<file path="src/hdl_pkg.sv">
// Shared constants, states and carrier types for the half-duplex radio link sequencer.
`default_nettype none
package hdl_pkg;
  // System clock rate, the default serial rate and the bit period derived from them.
  localparam int CLK_HZ = 250_000_000;
  localparam int BAUD_DEF = 9600;
  localparam int BIT_CYCLES_DEF = CLK_HZ / BAUD_DEF;
  localparam int TICK_W = 20;
  // Packet framing bytes and layout.
  localparam logic [7:0] SYNC_BYTE = 8'hff;
  localparam logic [7:0] PREAMBLE_BYTE = 8'h55;
  localparam logic [7:0] START_BYTE_DEF = 8'h7e;
  localparam int PAYLOAD_BYTES = 4;
  localparam int PAYLOAD_W = PAYLOAD_BYTES * 8;
  localparam logic [2:0] IDX_SYNC = 3'h0;
  localparam logic [2:0] IDX_START = 3'h1;
  localparam logic [2:0] IDX_LAST = 3'h6;
  localparam logic [3:0] UART_STOP_BIT = 4'h9;
  localparam int CNT_W = 24;
  // Sequencer states, walked in a fixed loop while running.
  typedef enum logic [2:0] {
    ST_OFF,
    ST_TX_SWITCH,
    ST_TX_SETTLE,
    ST_SEND,
    ST_RX_SWITCH,
    ST_RX_SETTLE,
    ST_RECEIVE
  } hdl_seq_t;
  // Pins driven toward the radio module.
  typedef struct packed {
    logic transmitter_enable;
    logic receiver_enable;
    logic sleep_control_n;
    logic baseband_input;
  } hdl_pins_t;
  localparam hdl_pins_t PINS_RESET = 4'h1;
  // One received packet as handed to the user.
  typedef struct packed {
    logic valid;
    logic check_err;
    logic [PAYLOAD_W-1:0] payload;
  } hdl_rx_t;
endpackage
`default_nettype wire

</file>
<file path="src/hdl_uart.sv">
// Serial byte transmitter and receiver at a fixed bit period.
`timescale 1ns/1ns
`default_nettype none
module hdl_uart #(
  parameter int BIT_CYCLES = hdl_pkg::BIT_CYCLES_DEF
) (
  input wire logic core_clk,
  input wire logic rst,
  input wire logic tx_go,
  input wire logic [7:0] tx_byte,
  output logic tx_rdy,
  output logic tx_idle,
  output logic txd,
  input wire logic rxd,
  input wire logic rx_arm,
  output logic [7:0] rx_byte,
  output logic rx_stb
);
  localparam logic [hdl_pkg::TICK_W-1:0] TICK_LAST = hdl_pkg::TICK_W'(BIT_CYCLES - 1);
  localparam logic [hdl_pkg::TICK_W-1:0] TICK_HALF = hdl_pkg::TICK_W'(BIT_CYCLES / 2);

  logic tx_busy_reg, tx_busy_next;
  logic [9:0] tx_sh_reg, tx_sh_next;
  logic [3:0] tx_bit_reg, tx_bit_next;
  logic [hdl_pkg::TICK_W-1:0] tx_tick_reg, tx_tick_next;
  logic tx_last;

  // A new byte may be loaded on the last cycle of a stop bit, so bytes follow with no gap.
  assign tx_last = tx_busy_reg && (tx_bit_reg == hdl_pkg::UART_STOP_BIT) && (tx_tick_reg == TICK_LAST);
  assign tx_rdy = !tx_busy_reg || tx_last;
  assign tx_idle = !tx_busy_reg;
  assign txd = tx_sh_reg[0];

  // Transmit shifter: start bit, eight data bits LSB first, stop bit.
  always_comb
  begin
    tx_busy_next = tx_busy_reg;
    tx_sh_next = tx_sh_reg;
    tx_bit_next = tx_bit_reg;
    tx_tick_next = tx_tick_reg;
    if (tx_go && tx_rdy)
    begin
      tx_busy_next = 1'b1;
      tx_sh_next = {1'b1, tx_byte, 1'b0};
      tx_bit_next = 4'h0;
      tx_tick_next = '0;
    end
    else if (tx_busy_reg)
    begin
      if (tx_tick_reg == TICK_LAST)
      begin
        tx_tick_next = '0;
        tx_sh_next = {1'b1, tx_sh_reg[9:1]};
        tx_bit_next = tx_bit_reg + 4'h1;
        if (tx_last)
        begin
          tx_busy_next = 1'b0;
        end
      end
      else
      begin
        tx_tick_next = tx_tick_reg + 1'b1;
      end
    end
  end

  always_ff @(posedge core_clk or posedge rst)
  begin
    if (rst)
    begin
      tx_busy_reg <= 1'b0;
      tx_sh_reg <= 10'h3ff;
      tx_bit_reg <= 4'h0;
      tx_tick_reg <= '0;
    end
    else
    begin
      tx_busy_reg <= tx_busy_next;
      tx_sh_reg <= tx_sh_next;
      tx_bit_reg <= tx_bit_next;
      tx_tick_reg <= tx_tick_next;
    end
  end

  logic rx_prev_reg, rx_prev_next;
  logic rx_act_reg, rx_act_next;
  logic [3:0] rx_bit_reg, rx_bit_next;
  logic [hdl_pkg::TICK_W-1:0] rx_tick_reg, rx_tick_next;
  logic [7:0] rx_sh_reg, rx_sh_next;
  logic rx_stb_reg, rx_stb_next;

  assign rx_byte = rx_sh_reg;
  assign rx_stb = rx_stb_reg;

  // Receiver: a 1-to-0 edge opens a byte; bits are sampled mid-period.
  always_comb
  begin
    rx_prev_next = rxd;
    rx_act_next = rx_act_reg;
    rx_bit_next = rx_bit_reg;
    rx_tick_next = rx_tick_reg;
    rx_sh_next = rx_sh_reg;
    rx_stb_next = 1'b0;
    if (!rx_act_reg)
    begin
      if (rx_arm && rx_prev_reg && !rxd)
      begin
        rx_act_next = 1'b1;
        rx_bit_next = 4'h0;
        rx_tick_next = '0;
      end
    end
    else
    begin
      rx_tick_next = (rx_tick_reg == TICK_LAST) ? '0 : rx_tick_reg + 1'b1;
      if (rx_tick_reg == TICK_LAST)
      begin
        rx_bit_next = rx_bit_reg + 4'h1;
      end
      if (rx_tick_reg == TICK_HALF)
      begin
        if (rx_bit_reg == 4'h0)
        begin
          // A start bit that is high again by mid-period is noise, not a byte.
          rx_act_next = !rxd;
        end
        else if (rx_bit_reg == hdl_pkg::UART_STOP_BIT)
        begin
          rx_act_next = 1'b0;
          rx_stb_next = rxd;
        end
        else
        begin
          rx_sh_next = {rxd, rx_sh_reg[7:1]};
        end
      end
    end
  end

  always_ff @(posedge core_clk or posedge rst)
  begin
    if (rst)
    begin
      rx_prev_reg <= 1'b1;
      rx_act_reg <= 1'b0;
      rx_bit_reg <= 4'h0;
      rx_tick_reg <= '0;
      rx_sh_reg <= 8'h00;
      rx_stb_reg <= 1'b0;
    end
    else
    begin
      rx_prev_reg <= rx_prev_next;
      rx_act_reg <= rx_act_next;
      rx_bit_reg <= rx_bit_next;
      rx_tick_reg <= rx_tick_next;
      rx_sh_reg <= rx_sh_next;
      rx_stb_reg <= rx_stb_next;
    end
  end
endmodule // hdl_uart
`default_nettype wire

</file>
<file path="src/hdl_radio_seq.sv">
// Host-side sequencer and packet framer that operates a half-duplex radio module.
// Function
// - Never both enables high together
// - Transmit line must toggle within set interval
// - Transmit mode: transmitter on, receiver off, awake
// - Wait worst-case settling before sending
// - Packet bytes sent back to back
// - Packet is sync, start, then payload
// - Sync byte is ff hex
// - Receive mode: receiver on, transmitter off, awake
// - Ignore recovered data until settling ends
// - Start bit is a falling edge
// - Sync gives one byte of high marking
// - Packets found by matching the start byte
// - Packets carry a check; errors are flagged
// - Fixed loop of transmit and receive phases
`timescale 1ns/1ns
`default_nettype none
module hdl_radio_seq #(
  parameter int BIT_CYCLES = hdl_pkg::BIT_CYCLES_DEF,
  parameter logic [7:0] START_BYTE = hdl_pkg::START_BYTE_DEF
) (
  input wire logic core_clk,
  input wire logic rst,
  input wire logic run,
  input wire logic [hdl_pkg::CNT_W-1:0] tx_settle_cycles,
  input wire logic [hdl_pkg::CNT_W-1:0] rx_settle_cycles,
  input wire logic [hdl_pkg::CNT_W-1:0] rx_window_cycles,
  input wire logic tx_valid,
  input wire logic [hdl_pkg::PAYLOAD_W-1:0] tx_payload,
  output logic tx_ready,
  input wire logic recovered_data_out,
  output var hdl_pkg::hdl_pins_t pins,
  output var hdl_pkg::hdl_rx_t rx_out
);
  // Byte at position i of an outgoing frame; the check byte is the payload sum.
  function automatic logic [7:0] hdl_frame_byte(input logic [2:0] i, input logic [31:0] p);
    case (i)
      hdl_pkg::IDX_SYNC: return hdl_pkg::SYNC_BYTE;
      hdl_pkg::IDX_START: return START_BYTE;
      hdl_pkg::IDX_LAST: return p[7:0] + p[15:8] + p[23:16] + p[31:24];
      default: return p[8*(int'(i)-2) +: 8];
    endcase
  endfunction
  // The recovered data pin is asynchronous to the core clock.
  logic rxd_meta_reg, rxd_sync_reg;
  always_ff @(posedge core_clk or posedge rst)
  begin
    if (rst)
    begin
      rxd_meta_reg <= 1'b1;
      rxd_sync_reg <= 1'b1;
    end
    else
    begin
      rxd_meta_reg <= recovered_data_out;
      rxd_sync_reg <= rxd_meta_reg;
    end
  end
  hdl_pkg::hdl_seq_t st_reg, st_next;
  logic [hdl_pkg::CNT_W-1:0] cnt_reg, cnt_next;
  logic pend_reg, pend_next;
  logic [hdl_pkg::PAYLOAD_W-1:0] buf_reg, buf_next;
  logic [2:0] idx_reg, idx_next;
  hdl_pkg::hdl_pins_t pins_reg, pins_next;
  logic tx_ready_reg, tx_ready_next;
  logic u_go, u_rdy, u_idle, u_txd, u_stb;
  logic [7:0] u_byte, u_rx_byte;
  hdl_uart #(.BIT_CYCLES(BIT_CYCLES)) u_uart (
    .core_clk(core_clk),
    .rst(rst),
    .tx_go(u_go),
    .tx_byte(u_byte),
    .tx_rdy(u_rdy),
    .tx_idle(u_idle),
    .txd(u_txd),
    .rxd(rxd_sync_reg),
    .rx_arm(st_reg == hdl_pkg::ST_RECEIVE),
    .rx_byte(u_rx_byte),
    .rx_stb(u_stb)
  );
  assign pins = pins_reg;
  assign tx_ready = tx_ready_reg;
  // While settling the line carries alternating bits, so the carrier never sees a DC level.
  assign u_go = (st_reg == hdl_pkg::ST_TX_SETTLE) || (st_reg == hdl_pkg::ST_SEND && pend_reg);
  assign u_byte = (st_reg == hdl_pkg::ST_SEND) ? hdl_frame_byte(idx_reg, buf_reg) : hdl_pkg::PREAMBLE_BYTE;
  // Mode sequencer: one enable always drops an edge before the other rises.
  always_comb
  begin
    st_next = st_reg;
    cnt_next = (cnt_reg != '0) ? cnt_reg - 1'b1 : cnt_reg;
    pend_next = pend_reg;
    buf_next = buf_reg;
    idx_next = idx_reg;
    pins_next = pins_reg;
    pins_next.baseband_input = u_txd;
    if (tx_valid && tx_ready_reg)
    begin
      pend_next = 1'b1;
      buf_next = tx_payload;
    end
    case (st_reg)
      hdl_pkg::ST_OFF:
      begin
        pins_next.sleep_control_n = 1'b0;
        if (run)
        begin
          st_next = hdl_pkg::ST_TX_SWITCH;
          pins_next.sleep_control_n = 1'b1;
        end
      end
      hdl_pkg::ST_TX_SWITCH:
      begin
        // Sleep release and a receive period that ends with run high both end in the settle wait.
        st_next = hdl_pkg::ST_TX_SETTLE;
        cnt_next = tx_settle_cycles;
        pins_next.transmitter_enable = 1'b1;
        pins_next.sleep_control_n = 1'b1;
      end
      hdl_pkg::ST_TX_SETTLE:
      begin
        if (cnt_reg == '0)
        begin
          st_next = hdl_pkg::ST_SEND;
          idx_next = hdl_pkg::IDX_SYNC;
        end
      end
      hdl_pkg::ST_SEND:
      begin
        if (pend_reg && u_rdy)
        begin
          idx_next = idx_reg + 3'h1;
          if (idx_reg == hdl_pkg::IDX_LAST)
          begin
            pend_next = 1'b0;
          end
        end
        else if (!pend_reg && u_idle)
        begin
          st_next = hdl_pkg::ST_RX_SWITCH;
          pins_next.transmitter_enable = 1'b0;
        end
      end
      hdl_pkg::ST_RX_SWITCH:
      begin
        st_next = hdl_pkg::ST_RX_SETTLE;
        cnt_next = rx_settle_cycles;
        pins_next.receiver_enable = 1'b1;
      end
      hdl_pkg::ST_RX_SETTLE:
      begin
        if (cnt_reg == '0)
        begin
          st_next = hdl_pkg::ST_RECEIVE;
          cnt_next = rx_window_cycles;
        end
      end
      hdl_pkg::ST_RECEIVE:
      begin
        if (cnt_reg == '0)
        begin
          pins_next.receiver_enable = 1'b0;
          st_next = run ? hdl_pkg::ST_TX_SWITCH : hdl_pkg::ST_OFF;
        end
      end
      default:
      begin
        st_next = hdl_pkg::ST_OFF;
        pins_next = hdl_pkg::PINS_RESET;
      end
    endcase
    // A payload is not taken while a frame is being shifted out.
    tx_ready_next = !pend_next && (st_next != hdl_pkg::ST_SEND);
  end
  always_ff @(posedge core_clk or posedge rst)
  begin
    if (rst)
    begin
      st_reg <= hdl_pkg::ST_OFF;
      cnt_reg <= '0;
      pend_reg <= 1'b0;
      buf_reg <= '0;
      idx_reg <= hdl_pkg::IDX_SYNC;
      pins_reg <= hdl_pkg::PINS_RESET;
      tx_ready_reg <= 1'b0;
    end
    else
    begin
      st_reg <= st_next;
      cnt_reg <= cnt_next;
      pend_reg <= pend_next;
      buf_reg <= buf_next;
      idx_reg <= idx_next;
      pins_reg <= pins_next;
      tx_ready_reg <= tx_ready_next;
    end
  end
  logic [2:0] ridx_reg, ridx_next;
  logic [hdl_pkg::PAYLOAD_W-1:0] rbuf_reg, rbuf_next;
  logic [7:0] rsum_reg, rsum_next;
  hdl_pkg::hdl_rx_t rx_reg, rx_next;
  assign rx_out = rx_reg;
  // Packet hunter: idle-high and sync bytes are skipped until the start byte matches.
  always_comb
  begin
    ridx_next = ridx_reg;
    rbuf_next = rbuf_reg;
    rsum_next = rsum_reg;
    rx_next = rx_reg;
    rx_next.valid = 1'b0;
    if (st_reg != hdl_pkg::ST_RECEIVE)
    begin
      // A frame cut off by the end of the window is dropped.
      ridx_next = hdl_pkg::IDX_SYNC;
    end
    else if (u_stb)
    begin
      if (ridx_reg == hdl_pkg::IDX_SYNC)
      begin
        if (u_rx_byte == START_BYTE)
        begin
          ridx_next = hdl_pkg::IDX_START + 3'h1;
          rsum_next = 8'h00;
        end
      end
      else if (ridx_reg == hdl_pkg::IDX_LAST)
      begin
        rx_next.valid = 1'b1;
        rx_next.check_err = (u_rx_byte != rsum_reg);
        rx_next.payload = rbuf_reg;
        ridx_next = hdl_pkg::IDX_SYNC;
      end
      else
      begin
        rbuf_next = {u_rx_byte, rbuf_reg[hdl_pkg::PAYLOAD_W-1:8]};
        rsum_next = rsum_reg + u_rx_byte;
        ridx_next = ridx_reg + 3'h1;
      end
    end
  end
  always_ff @(posedge core_clk or posedge rst)
  begin
    if (rst)
    begin
      ridx_reg <= hdl_pkg::IDX_SYNC;
      rbuf_reg <= '0;
      rsum_reg <= 8'h00;
      rx_reg <= '0;
    end
    else
    begin
      ridx_reg <= ridx_next;
      rbuf_reg <= rbuf_next;
      rsum_reg <= rsum_next;
      rx_reg <= rx_next;
    end
  end

  // Checks on the pins and the framing.
  a_enables_exclusive: assert property (@(posedge core_clk) disable iff (rst)
    !(pins_reg.transmitter_enable && pins_reg.receiver_enable))
    else $error("both enables high");
  a_tx_rise_clean: assert property (@(posedge core_clk) disable iff (rst)
    $rose(pins_reg.transmitter_enable) |-> !$past(pins_reg.receiver_enable) && $past(st_reg == hdl_pkg::ST_TX_SWITCH))
    else $error("transmit enable rose without clean switch");
  a_rx_rise_clean: assert property (@(posedge core_clk) disable iff (rst)
    $rose(pins_reg.receiver_enable) |-> !$past(pins_reg.transmitter_enable) && st_reg == hdl_pkg::ST_RX_SETTLE)
    else $error("receive enable rose without clean switch");
  a_awake_when_on: assert property (@(posedge core_clk) disable iff (rst)
    (pins_reg.transmitter_enable || pins_reg.receiver_enable) |-> pins_reg.sleep_control_n)
    else $error("enable high while asleep");
  a_settle_holds: assert property (@(posedge core_clk) disable iff (rst)
    (st_reg == hdl_pkg::ST_TX_SETTLE && cnt_reg != '0) |=> st_reg == hdl_pkg::ST_TX_SETTLE)
    else $error("left transmit settle early");
  a_sync_then_start: assert property (@(posedge core_clk) disable iff (rst)
    (st_reg == hdl_pkg::ST_SEND && u_go && u_rdy && idx_reg == hdl_pkg::IDX_SYNC) |->
    u_byte == hdl_pkg::SYNC_BYTE ##1 (idx_reg == hdl_pkg::IDX_START && u_byte == START_BYTE))
    else $error("frame does not open with sync then start");
  a_no_byte_gap: assert property (@(posedge core_clk) disable iff (rst)
    (st_reg == hdl_pkg::ST_SEND && pend_reg && idx_reg != hdl_pkg::IDX_SYNC) |-> !u_idle)
    else $error("gap between frame bytes");
  a_rx_only_window: assert property (@(posedge core_clk) disable iff (rst)
    rx_reg.valid |-> $past(st_reg == hdl_pkg::ST_RECEIVE) && $past(ridx_reg == hdl_pkg::IDX_LAST))
    else $error("packet delivered outside receive window");
  a_loop_order: assert property (@(posedge core_clk) disable iff (rst)
    (st_reg == hdl_pkg::ST_SEND && st_next != hdl_pkg::ST_SEND) |=> st_reg == hdl_pkg::ST_RX_SWITCH ##1
    st_reg == hdl_pkg::ST_RX_SETTLE)
    else $error("mode loop out of order");
endmodule // hdl_radio_seq
`default_nettype wire

</file>
<file path="config.mk">
export PLATFORM = sky130hd
export DESIGN_NAME = hdl_radio_seq
export DESIGN_NICKNAME = d
export VERILOG_FILES = /design/src/hdl_pkg.sv /design/src/hdl_uart.sv /design/src/hdl_radio_seq.sv
export SDC_FILE = /design/constraint.sdc
export NUM_CORES = 1
export LEC_CHECK = 0
export BUFFER_PORTS_ARGS = -buffer_cell sky130_fd_sc_hd__buf_2
export CELL_PAD_IN_SITES_DETAIL_PLACEMENT = 2
export CELL_PAD_IN_SITES_GLOBAL_PLACEMENT = 2
export CORE_AREA = 2 2 177 179
export DETAILED_ROUTE_END_ITERATION = 8
export DIE_AREA = 0 0 179 181
export HOLD_SLACK_MARGIN = 0.06
export PLACE_DENSITY = 0.8
export SYNTH_ARGS = -nofsm -noshare
export SYNTH_HDL_FRONTEND = slang
export SYNTH_SLANG_ARGS = --single-unit
</file>
<file path="constraint.sdc">
create_clock -name core_clk -period 9.45 [get_ports core_clk]
set_input_delay 0.945 -clock core_clk [delete_from_list [all_inputs] [get_ports core_clk]]
set_output_delay 0.945 -clock core_clk [all_outputs]
set_load 0.005 [all_outputs]
</file>
==> results.md <==
* Status: complete, no violations
* H-tree levels at 1
* P_leak at just over 6 nW
* Fin Setup TNS at 0 ns
* CP Launch Type: register
* Port-buffer cells at approximately 150
* Final setup viols at 0
* Hold path depth at 0
* Count of state elements after synthesis at 216
* DRC errors left at 0
* Final period util at 0.3320
* Ys async rst share at 1.000
* Initial antenna violation count at 6
* R2R cell count at 13
* Data arrival time of the worst path at 3.58 ns
* Starting Density at 0.3773
* Most common cell after layout, fill and taps aside: dfrtp_1
* Mapped Avg Cell Area at roughly 11 µm²
* Final hold violations at 0
* Commonest cells after routing, fill and taps aside: dfrtp_1 (203), buf_2 (147), mux2_2 (103)
* CP endpoint kind: register
* Synth unique cells at 73
* Synth Area in Compound Gates at 0.1314
* Fin Clk Skew at roughly 0.015 ns
* Overflow after GRT at 0
* Syn Nets at about 1200
* Cts hold-fix bufs at 0
* Largest family of logic cells by synthesized area: simple AND/OR/NAND/NOR gates
* PwrDens at 264.7 nW/µm²
* Area contributors post-synth: dfrtp_1 (44%), mux2_2 (10%), ha_1 (3.5%), dfstp_2 (3.0%), o21ai_0 (2.8%)
* Setup Fix Bufs, Post-CTS at 0
* CTS tree: yes
* Max clock buf depth at 3
* Post-cts gate resize count at 0
* Rows at 64
* DP HPWL at about 24 mm
* Final ANT Viol Nets at 0
* Relative slew slack at 0.2532
* CTS root buffer: clkbuf_16
* Clock Latency Late Sink at approximately 0.55 ns
* Mapped Cells at 1051
* Largest net degree at the start of global routing at 76
* P&R area growth vs syn at 16.98%
* # Max-Cap Violations at 0
* Die H at 181 µm
* Number of global-route vias before repair at around 10000
* Fmax at between 300 and 400 MHz
* Vias at between 8000 and 9000
* Area leader, netlist: dfrtp_1
* Register area share after synthesis at 0.4735
* Dpl cells at around 1600
* Ports at 148
* EDFF count, synth at 0
* RSZ-0062 raised after global routing: false
* Mux share of post-synthesis cell area at 0.1197
* Hold Path Class: register to register
* Final slew viol count at 0
* Final std cells w/o fill at 1609
* Drt wl/cell at around 22 µm
* Area share of the largest cell type after synthesis at 0.4437
* Layout cells sized above 1 at 0.2860
* CTS Sinks at approximately 220
* Clock Pin Slew Worst Setup and Hold Paths at approximately 0.060 ns
* GPL Wtd Cong at around 0.8
* Area share of and/or/nand/nor cells after synthesis at 0.1368
* Largest fanout on the critical path at 3
* Min Tclk post-route at approximately 3.1 ns
* Clock buffer count from CTS at 26
* Post-DR vias/cell at between 5 and 6
* Core ar. at about 30000 µm²
* VDD IR max at between 0.00015 and 0.0002 V
* Post-Synth Adder-Cell Area at 0.06120
* First-pass GRT wire length at approximately 57 mm
* Top FF cell, synth: dfrtp_1
* Die area at approximately 32000 µm²
* Cell Area, Synth at between 10000 and 15000 µm²
* Yosys warnings at 0
* Die Wd at between 150 and 200 µm
* 1st-iter DRT viols at roughly 440
* Post-Synth XOR/XNOR Area at 0.03901
* Layout Nets at ~1400
* Max reg flops at 34
* Worst-Margin Slew at roughly 1.1 ns
* Setup CP Type: register to register
* Initial DRT Pass Iterations at 6
* Final wirelength at between 30 and 40 mm
* Tot GR Track Use at 0.2243
* CP Data Required Time at between 9 and 10 ns
==> kinds of logic after synthesis <==
| kind of cell | after synthesis |
|---|---|
| buf+inv | 108 |
| fa+ha+maj | 47 |
| mux | 114 |
| simple gates | 291 |
| xor+xnor | 51 |
| compound gates | 224 |
| flops | 216 |
==> Yosys cell counts (11+ instances only) <==
master	instances
o31ai_1	12
mux2_2	103
nand4_1	12
nand2_1	81
inv_1	64
a21oi_1	40
nor2b_1	12
a222oi_1	22
o21ai_1	11
nor2_1	54
and2_1	11
clkbuf_1	26
o21ai_0	65
nand3_1	26
nor3_1	20
dfstp_2	13
fa_1	15
ha_1	32
xnor2_1	27
o22ai_1	24
dfrtp_1	203
xor2_1	24
==> through the flow <==
| step | utilization | hold slack (ns) | setup WS [ns] | cell area [µm²] | total power [W] |
|---|---|---|---|---|---|
| 4_1_cts | 0.4411 | 0.3560 | 6.282 | 13390 | 0.003596 |
| 2_1_floorplan | - | 0.3452 | 2.619 | 11450 | 0.002211 |
| 5_1_grt | 0.4413 | 0.3669 | 6.040 | 13390 | 0.003810 |
| 6_report | 0.4413 | 0.3546 | 6.312 | 13390 | 0.003546 |
| 3_3_place_gp | 0.4149 | 0.3460 | 6.047 | 12590 | 0.002490 |
| 3_5_place_dp | 0.4149 | 0.3475 | 5.988 | 12590 | 0.002589 |
==> final timing paths <==
check                             startpoint                  end  slack (ns)
worst min-delay path            rxd_meta_reg         rxd_sync_reg        0.35
max in group asynchronous                rst         rbuf_reg[20]        6.71
worst max-delay path              buf_reg[1]  u_uart.tx_sh_reg[8]        6.31
worst max register to register    buf_reg[1]  u_uart.tx_sh_reg[8]        6.31
worst min register to register  rxd_meta_reg         rxd_sync_reg        0.35
min in group asynchronous                rst           cnt_reg[0]        0.44
==> power breakdown <==
| part | total, W | internal (W) | leakage [nW] | switching (W) |
|---|---|---|---|---|
| clock network | 0.000967 | 0.000554 | 0.397 | 0.000413 |
| logic | 0.00139 | 0.000623 | 2.90 | 0.000767 |
| registers | 0.00119 | 0.00105 | 2.84 | 0.000141 |
| total | 0.00355 | 0.00223 | 6.13 | 0.00132 |
==> routing by layer <==
| metal | GRT usage | routed length, µm | part of all wire | up-vias |
|---|---|---|---|---|
| li1 | - | - | - | 4098 |
| met1 | 0.2883 | 15390 | 0.43 | 4660 |
| met2 | 0.3920 | 18250 | 0.51 | 152 |
| met3 | 0.02925 | 1160 | 0.033 | 49 |
| met4 | 0.06472 | 758 | 0.021 | 2 |
| met5 | 0 | 11 | 0.00031 | - |
==> area by class of cell <==
cell class / instances / area [µm²]
timing repair buffer: 158 / 818.3
antenna: 3 / 7.507
fill: 3159 / 16960
clock buffer: 35 / 714.4
sequential: 216 / 5421
tap: 396 / 495.5
clock inverter: 9 / 81.33
inverter: 65 / 251.5
multi-input combinational: 727 / 5604
==> critical path: stages, from the launching register on <==
cell     delay, ns
dfrtp_1       0.40
inv_1         0.08
fa_1          0.57
fa_1          0.42
inv_1         0.07
ha_1          0.18
inv_1         0.06
fa_1          0.41
inv_1         0.09
a21o_1        0.11
a21oi_1       0.09
o21ai_0       0.28
xnor2_1       0.16
a31oi_1       0.10
No activity file was read; power rests on OpenSTA's default activity.
